`src/pkg/eosc_pkg.sv`:
```
// Package for the ECU operation state control block.
// Assumes one 40 MHz core clock; all status inputs already synchronous.
package eosc_pkg;

  typedef enum logic [2:0] {
    ST_SLEEP     = 3'h0,
    ST_RAMP_UP   = 3'h1,
    ST_NORMAL    = 3'h2,
    ST_AFTERRUN  = 3'h3,
    ST_AR_RESET  = 3'h4,
    ST_POWERDOWN = 3'h5,
    ST_WAKE_CLR  = 3'h6
  } eosc_state_t;

  // APB register offsets (byte addresses)
  localparam logic [7:0] OPERATION_CONFIG_REG_OFS = 8'h00;
  localparam logic [7:0] COMMAND_REG_OFS = 8'h04;
  localparam logic [7:0] OPERATION_STATUS_REG_OFS = 8'h08;

  // Config field positions
  localparam int CFG_AE_BIT = 0;
  localparam int CFG_AR_BIT = 1;
  localparam int CFG_MR_BIT = 2;
  // Command field positions
  localparam int CMD_WAKE_CLEAR_BIT_BIT = 0;
  // Status field positions
  localparam int STS_STATE_LSB = 0;
  localparam int STS_OM_BIT = 4;
  localparam int STS_WAKE_BIT = 5;

  localparam logic [2:0] CFG_RESET = 3'h0;
  localparam logic CMD_WAKE_CLEAR_BIT_RESET = 1'h1;
  localparam logic [31:0] RDATA_ZERO = 32'h0000_0000;

  typedef struct packed {
    logic internal_pin_wake;
    logic bus_wake;
    logic engine_off_timer_wake;
  } eosc_wake_t;

  typedef struct packed {
    logic ramp_timer_overflow;
    logic powerdown_counter_overflow;
    logic secure_shutoff_timer_expired;
    logic powerdown_timer_overflow;
  } eosc_timer_t;

  typedef struct packed {
    logic main_relay_on;
    logic ecu_supply_en;
    logic tracker_en;
    logic pre_reg_en;
    logic ext_func_en;
    logic pd_timer_run;
    logic ramp_timer_run;
    logic wake_clear;
    logic wake_clear_mode;
    logic ar_reset;
  } eosc_ctrl_t;

  typedef struct packed {
    eosc_state_t state;
    logic afterrun_enable;
    logic afterrun_reset_enable;
    logic main_relay_status_bit;
    logic wake_clear_bit;
    logic relay_hold;
    logic [31:0] prdata;
    eosc_ctrl_t ctrl;
  } eosc_regs_t;

endpackage

```
`src/verilog/eosc_top.sv`:
```
// Operation state sequencer of an engine-management supply IC.
// Assumes all inputs synchronous to CORE_CLK_IN; RST_IN is the internal power-on reset.
//
// Local design decisions: the placing of the registers and the APB interface to the registers.
`timescale 1ns/100ps

// How it works
// - Seven states: sleep, ramp up, normal, afterrun, afterrun reset, power-down, wake clear.
// - Sleep: relay off, ECU unsupplied; standby and wake circuits handled outside.
// - Ramp up: start own supplies, relay follows battery level.
// - Wake-started ramp must finish before ramp timer overflow.
// - Normal: whole ECU supplied, relay from battery level or status bit.
// - Afterrun: key low, afterrun enable set, ECU stays supplied.
// - Power-down: ECU supply and tracker off, pre-regulator on, timer runs, relay held, external functions off.
// - Wake clear: issue wake clear command in configured mode.
// - Power-on reset clears logic; exit to sleep or ramp up by key/wake.
// - Sleep to ramp up on key high or wake.
// - Ramp up to sleep when key low and no wake.
// - Ramp up to wake clear on key low, wake, ramp overflow.
// - Ramp up to normal when ECU supply good and key or wake.
// - Normal to afterrun on key low with afterrun enabled; config kept.
// - Normal or afterrun to sleep on enable clear, key low, no wake.
// - Power-down on counter overflow or shutoff expiry; normal needs key low.
// - Afterrun to normal on key high with afterrun reset clear.
// - Afterrun to afterrun reset on key high with afterrun reset set.
// - Afterrun reset leaves to normal on next clock.
// - Power-down to wake clear on power-down timer overflow.
// - Wake clear to sleep when key low.
// - Wake clear to ramp up when key high.
// - Wake is OR of pin, bus and engine-off timer wakes.
module eosc_top (
  input wire logic CORE_CLK_IN,
  input wire logic RST_IN,
  input wire logic KEY_HIGH_IN,
  input wire eosc_pkg::eosc_wake_t WAKE_IN,
  input wire eosc_pkg::eosc_timer_t TIMER_IN,
  input wire logic ECU_5V_SUPPLY_OK_IN,
  input wire logic BATTERY_PIN_OK_IN,
  input wire logic PSEL_IN,
  input wire logic PENABLE_IN,
  input wire logic PWRITE_IN,
  input wire logic [7:0] PADDR_IN,
  input wire logic [31:0] PWDATA_IN,
  output logic [31:0] PRDATA_OUT,
  output logic PREADY_OUT,
  output logic PSLVERR_OUT,
  output logic [2:0] STATE_OUT,
  output eosc_pkg::eosc_ctrl_t CTRL_OUT
);

  eosc_pkg::eosc_regs_t cur_r;
  eosc_pkg::eosc_regs_t cur_nxt;
  logic wake;
  logic key_low;
  logic wr_en;
  logic rd_en;
  logic addr_ok;
  logic [31:0] status_word;

  assign wake = WAKE_IN.internal_pin_wake | WAKE_IN.bus_wake | WAKE_IN.engine_off_timer_wake;
  assign key_low = ~KEY_HIGH_IN;

  // Zero-wait APB slave; the access phase always completes in one cycle
  assign addr_ok = (PADDR_IN == eosc_pkg::OPERATION_CONFIG_REG_OFS) ||
                   (PADDR_IN == eosc_pkg::COMMAND_REG_OFS) ||
                   (PADDR_IN == eosc_pkg::OPERATION_STATUS_REG_OFS);
  assign wr_en = PSEL_IN & PENABLE_IN & PWRITE_IN & addr_ok;
  assign rd_en = PSEL_IN & ~PENABLE_IN & ~PWRITE_IN;
  assign PREADY_OUT = 1'b1;
  assign PSLVERR_OUT = PSEL_IN & PENABLE_IN & ~addr_ok;
  assign PRDATA_OUT = cur_r.prdata;
  assign STATE_OUT = cur_r.state;
  assign CTRL_OUT = cur_r.ctrl;

  always_comb begin
    status_word = eosc_pkg::RDATA_ZERO;
    status_word[eosc_pkg::STS_STATE_LSB +: 3] = cur_r.state;
    status_word[eosc_pkg::STS_OM_BIT] = (cur_r.state == eosc_pkg::ST_AFTERRUN);
    status_word[eosc_pkg::STS_WAKE_BIT] = wake;
  end

  always_comb begin
    cur_nxt = cur_r;

    // Read data is captured in the setup cycle so it is stable in the access phase
    if (rd_en) begin
      case (PADDR_IN)
        eosc_pkg::OPERATION_CONFIG_REG_OFS: begin
          cur_nxt.prdata = eosc_pkg::RDATA_ZERO;
          cur_nxt.prdata[eosc_pkg::CFG_AE_BIT] = cur_r.afterrun_enable;
          cur_nxt.prdata[eosc_pkg::CFG_AR_BIT] = cur_r.afterrun_reset_enable;
          cur_nxt.prdata[eosc_pkg::CFG_MR_BIT] = cur_r.main_relay_status_bit;
        end
        eosc_pkg::COMMAND_REG_OFS: begin
          cur_nxt.prdata = eosc_pkg::RDATA_ZERO;
          cur_nxt.prdata[eosc_pkg::CMD_WAKE_CLEAR_BIT_BIT] = cur_r.wake_clear_bit;
        end
        eosc_pkg::OPERATION_STATUS_REG_OFS: begin
          cur_nxt.prdata = status_word;
        end
        default: begin
          cur_nxt.prdata = eosc_pkg::RDATA_ZERO;
        end
      endcase
    end

    if (wr_en) begin
      case (PADDR_IN)
        eosc_pkg::OPERATION_CONFIG_REG_OFS: begin
          // software clears enable to shut down
          cur_nxt.afterrun_enable = PWDATA_IN[eosc_pkg::CFG_AE_BIT];
          cur_nxt.afterrun_reset_enable = PWDATA_IN[eosc_pkg::CFG_AR_BIT];
          cur_nxt.main_relay_status_bit = PWDATA_IN[eosc_pkg::CFG_MR_BIT];
        end
        eosc_pkg::COMMAND_REG_OFS: begin
          cur_nxt.wake_clear_bit = PWDATA_IN[eosc_pkg::CMD_WAKE_CLEAR_BIT_BIT];
        end
        default: begin
        end
      endcase
    end

    case (cur_r.state)
      eosc_pkg::ST_SLEEP: begin
        if (KEY_HIGH_IN || wake) begin
          cur_nxt.state = eosc_pkg::ST_RAMP_UP;
        end
      end
      eosc_pkg::ST_RAMP_UP: begin
        if (key_low && !wake) begin
          cur_nxt.state = eosc_pkg::ST_SLEEP;
        end else if (key_low && wake && TIMER_IN.ramp_timer_overflow) begin
          cur_nxt.state = eosc_pkg::ST_WAKE_CLR;
        end else if (ECU_5V_SUPPLY_OK_IN) begin
          cur_nxt.state = eosc_pkg::ST_NORMAL;
        end
      end
      eosc_pkg::ST_NORMAL: begin
        // shut off needs key low here
        if (key_low && (TIMER_IN.powerdown_counter_overflow || TIMER_IN.secure_shutoff_timer_expired)) begin
          cur_nxt.state = eosc_pkg::ST_POWERDOWN;
        end else if (key_low && cur_r.afterrun_enable) begin
          cur_nxt.state = eosc_pkg::ST_AFTERRUN;
        end else if (key_low && !wake) begin
          cur_nxt.state = eosc_pkg::ST_SLEEP;
        end
      end
      eosc_pkg::ST_AFTERRUN: begin
        if (TIMER_IN.powerdown_counter_overflow || TIMER_IN.secure_shutoff_timer_expired) begin
          cur_nxt.state = eosc_pkg::ST_POWERDOWN;
        end else if (KEY_HIGH_IN && cur_r.afterrun_reset_enable) begin
          cur_nxt.state = eosc_pkg::ST_AR_RESET;
        end else if (KEY_HIGH_IN) begin
          cur_nxt.state = eosc_pkg::ST_NORMAL;
        end else if (!cur_r.afterrun_enable && !wake) begin
          cur_nxt.state = eosc_pkg::ST_SLEEP;
        end
      end
      eosc_pkg::ST_AR_RESET: begin
        cur_nxt.state = eosc_pkg::ST_NORMAL;
      end
      eosc_pkg::ST_POWERDOWN: begin
        if (TIMER_IN.powerdown_timer_overflow) begin
          cur_nxt.state = eosc_pkg::ST_WAKE_CLR;
        end
      end
      eosc_pkg::ST_WAKE_CLR: begin
        if (key_low) begin
          cur_nxt.state = eosc_pkg::ST_SLEEP;
        end else begin
          cur_nxt.state = eosc_pkg::ST_RAMP_UP;
        end
      end
      default: begin
        cur_nxt.state = eosc_pkg::ST_SLEEP;
      end
    endcase

    // Relay state is frozen on the way into power-down
    if (cur_r.state != eosc_pkg::ST_POWERDOWN) begin
      cur_nxt.relay_hold = cur_r.ctrl.main_relay_on;
    end

    // Outputs registered from the next state so they align with STATE_OUT
    cur_nxt.ctrl = '0;
    cur_nxt.ctrl.wake_clear_mode = cur_nxt.wake_clear_bit;
    cur_nxt.ctrl.ar_reset = (cur_nxt.state == eosc_pkg::ST_AR_RESET);
    case (cur_nxt.state)
      eosc_pkg::ST_SLEEP: begin
        cur_nxt.ctrl.main_relay_on = 1'b0;
      end
      eosc_pkg::ST_RAMP_UP: begin
        cur_nxt.ctrl.pre_reg_en = 1'b1;
        cur_nxt.ctrl.ecu_supply_en = 1'b1;
        cur_nxt.ctrl.tracker_en = 1'b1;
        cur_nxt.ctrl.main_relay_on = BATTERY_PIN_OK_IN;
        cur_nxt.ctrl.ramp_timer_run = key_low;
      end
      eosc_pkg::ST_NORMAL, eosc_pkg::ST_AFTERRUN, eosc_pkg::ST_AR_RESET: begin
        cur_nxt.ctrl.pre_reg_en = 1'b1;
        cur_nxt.ctrl.ecu_supply_en = 1'b1;
        cur_nxt.ctrl.tracker_en = 1'b1;
        cur_nxt.ctrl.ext_func_en = 1'b1;
        cur_nxt.ctrl.main_relay_on = BATTERY_PIN_OK_IN | cur_nxt.main_relay_status_bit;
      end
      eosc_pkg::ST_POWERDOWN: begin
        cur_nxt.ctrl.pre_reg_en = 1'b1;
        cur_nxt.ctrl.pd_timer_run = 1'b1;
        cur_nxt.ctrl.main_relay_on = cur_nxt.relay_hold;
      end
      eosc_pkg::ST_WAKE_CLR: begin
        cur_nxt.ctrl.pre_reg_en = 1'b1;
        cur_nxt.ctrl.wake_clear = 1'b1;
      end
      default: begin
      end
    endcase
  end

  // power-on reset clears everything except wake_clear_bit, which resets to 1; sleep then exits by key or wake
  always_ff @(posedge CORE_CLK_IN or posedge RST_IN) begin
    if (RST_IN) begin
      cur_r <= '{state: eosc_pkg::ST_SLEEP,
                 afterrun_enable: eosc_pkg::CFG_RESET[eosc_pkg::CFG_AE_BIT],
                 afterrun_reset_enable: eosc_pkg::CFG_RESET[eosc_pkg::CFG_AR_BIT],
                 main_relay_status_bit: eosc_pkg::CFG_RESET[eosc_pkg::CFG_MR_BIT],
                 wake_clear_bit: eosc_pkg::CMD_WAKE_CLEAR_BIT_RESET,
                 relay_hold: 1'b0,
                 prdata: eosc_pkg::RDATA_ZERO,
                 ctrl: '0};
    end else begin
      cur_r <= cur_nxt;
    end
  end

endmodule

```
`config.mk`:
```
export PLATFORM = sky130hd
export DESIGN_NAME = eosc_top
export DESIGN_NICKNAME = d
export VERILOG_FILES = /design/src/pkg/eosc_pkg.sv /design/src/verilog/eosc_top.sv
export SDC_FILE = /design/constraint.sdc
export NUM_CORES = 1
export LEC_CHECK = 0
export BUFFER_PORTS_ARGS = -buffer_cell sky130_fd_sc_hd__buf_2
export CAP_MARGIN = 10
export CORE_MARGIN = 2
export CORE_UTILIZATION = 42
export DETAILED_ROUTE_END_ITERATION = 10
export PLACE_DENSITY = 0.8
export SKIP_LAST_GASP = 1
export SLEW_MARGIN = 20
export SYNTH_ARGS = -nofsm -noshare
export SYNTH_HDL_FRONTEND = slang
export SYNTH_SLANG_ARGS = --single-unit
export TNS_END_PERCENT = 50
```
`constraint.sdc`:
```
create_clock -name CORE_CLK_IN -period 2.28 [get_ports CORE_CLK_IN]
set_clock_uncertainty 0.05 [all_clocks]
set_input_delay 0 -clock CORE_CLK_IN [delete_from_list [all_inputs] [get_ports CORE_CLK_IN]]
set_output_delay 0 -clock CORE_CLK_IN [all_outputs]
set_load 0.01 [all_outputs]
```
==> metrics.txt <==
status finished, final reports clean; post-synth top area cell dfrtp_1; final core utilization 48.9%; die area 0.00416 mm2; crit path max fanout 9; Crit Path Category reg -> reg; max frequency 513 MHz; crit path time final 1.95 ns; Top Ports 102; max-slew violations 0; top_reg_cell synth dfrtp_1; hold slack 0.0107 ns; register area share after synthesis 35.9%; WHS Path Cells 4; RSZ-0062 raised after global routing no; final wirelength 2.82 mm; hold worst-path end PRDATA_OUT[0]$_DFFE_PP0P_; first-pass GRT wire length 4.54 mm; Post-Syn Area per Cell 9.26 um2; vias in the first global route 983; flops & latches, synth 22; clock group share of total power 11.9%; top cells by area, synth dfrtp_1 34%, buf_4 22%, nand2_1 4.2%, mux2_2 3.7%, o21ai_0 3.3%; cell-internal power 928 uW; hold_buf cts 8; root buffer cell clkbuf_4; Die Y 64.5 um; worst hold start PADDR_IN[2]; Tightest Pin Transition 0.843 ns; total track usage 14.1%; R2R cell count 7; Leakage 0.000866 uW; CP endpoint kind flip-flop; # nets final 255; part of the power in registers 36.9%; Reg-to-Reg Start STATE_OUT[2]$_DFF_PP0_; Slew HR 43.8%; total CTS buffers 3; Routed WL per cell 11.5 um; Layout area overhead 8.63%; VDD IR max 0.429 mV; final hold vios 0; PD cells 946 mW/mm2; Cells after Synth 166; std cell rows 21; global route overflow 0; largest net degree at the start of global routing 23; Post-synth ARST share 100%; Worst EP required 2.44 ns; Synth warnings 0; setup slack, reg-to-reg 0.33 ns; Die Wd 64.5 um; Starting Density 45.0%; ANT nets after route 0; clk buf depth 2; setup_tns 0 ns; Hold Path Class in -> reg; Vias/cell 4.53; Fillers 341; Core ar. 0.00342 mm2; switch share 41.2%; Final Cycle Share 85.5%; DRT Pass-1 Iters 4; Cell Area, Synth 0.00154 mm2; H-tree depth 1; clk slew on worst S/H paths 0.12 ns; postcts setup bufs 0; # diodes 0; WP data arrival 2.11 ns; Placer Congestion 0.731; Net Sw Power 650 uW; combinational share of power 51.3%; DRC 0; CTS tree built; initial antenna violation count 0; Clock Latency Late Sink 0.31 ns; Initial DRC Count 70; post-synth top area share 34.2%; share of post-route cells with drive strength above 1 34.7%; max-cap violation count 0; EDFF count, synth 0; Startpoint Class flip-flop; synth unique cells 41; final setup violation count 0; Post-CTS Resized 0; port bufs 44; via count 1111; clk sinks 22; HPWL Detailed 2.20 mm; Reg-to-Reg End CTRL_OUT[9]$_DFF_PP0_
==> state kept, by name (all words and copies together), names as in the netlist <==
signal and flops:
CTRL_OUT 9, PRDATA_OUT 5, STATE_OUT 3, cur_r 5
==> Yosys cell counts (3+ instances only) <==
cell type and number:
nand2b_1 3, mux2i_1 3, buf_4 46, nor2b_1 3, clkbuf_1 3, nand2_1 17
o21ai_0 10, mux2_2 5, inv_1 8, nor2_1 5, dfrtp_1 21, nor3_1 3
==> routing by layer <==
layer | global-route usage [%] | wire, um
met1 | 18.1 | 1200
met2 | 23.0 | 1350
met3 | 2.26 | 220
met4 | 7.18 | 55
met5 | 0 | 0
==> layout make-up <==
type	instances	area [um2]	area share [%]
repair buffers	55	323	19.3
well taps	46	57.6	3.45
clock buffers	4	26.3	1.57
multi-input cells	110	681	40.8
flip-flops and latches	22	552	33.1
inverters	8	30.0	1.80
==> power by group through the flow <==
stage               logic, uW  registers [uW]  clock network [uW]
floorplan                 768             530                   0
global placement          792             586                   0
detailed placement        804             590                   0
CTS                       817             583                 191
global route              908             600                 209
finish                    809             582                 187
==> cell usage in the layout (no fill, tap or decap), types with 3 or more instances in the layout <==
cell            n
buf_2          44
conb_1         28
dfrtp_1        21
nand2_1        17
o21ai_0        10
inv_1           8
dlygate4sd3_1   8
mux2_2          5
nor2_1          5
mux2i_1         3
nand2b_1        3
nor3_1          3
nor2b_1         3
clkbuf_4        3
buf_4           3
==> cell families after synthesis <==
group	synth area share (%)
buf+inv	26.1
simple gates	16.8
compound gates	14.5
flops	35.9
mux	5.62
other cells	0.489
xor+xnor	0.570
==> worst max-delay path by stage <==
stage | from | endpoint | depth (start not counted)
floorplan | STATE_OUT[2]$_DFF_PP0_ | CTRL_OUT[9]$_DFF_PP0_ | 8
global placement | STATE_OUT[2]$_DFF_PP0_ | CTRL_OUT[9]$_DFF_PP0_ | 7
detailed placement | STATE_OUT[2]$_DFF_PP0_ | CTRL_OUT[9]$_DFF_PP0_ | 7
CTS | STATE_OUT[2]$_DFF_PP0_ | CTRL_OUT[9]$_DFF_PP0_ | 7
global route | STATE_OUT[2]$_DFF_PP0_ | CTRL_OUT[9]$_DFF_PP0_ | 7
finish | STATE_OUT[2]$_DFF_PP0_ | CTRL_OUT[9]$_DFF_PP0_ | 7
==> metrics by stage <==
| step | cell area [um2] | worst slack, ns | power (uW) | cells |
|---|---|---|---|---|
| 2_1_floorplan | 1630 | 0.318 | 1300 | 192 |
| 3_3_place_gp | 1560 | 0.359 | 1380 | 233 |
| 3_5_place_dp | 1560 | 0.358 | 1390 | 233 |
| 4_1_cts | 1670 | 0.335 | 1590 | 245 |
| 5_1_grt | 1670 | 0.170 | 1720 | 245 |
| 6_report | 1670 | 0.330 | 1580 | 245 |
==> worst max-delay path, stage by stage (launching register included) <==
cell and delay [ns]:
dfrtp_1 0.50, nand2b_1 0.24, a32oi_1 0.22, nor2_1 0.07
a211oi_2 0.32, inv_1 0.15, a211oi_2 0.26, a221oi_2 0.05
Power figures use the tool's default switching activity.
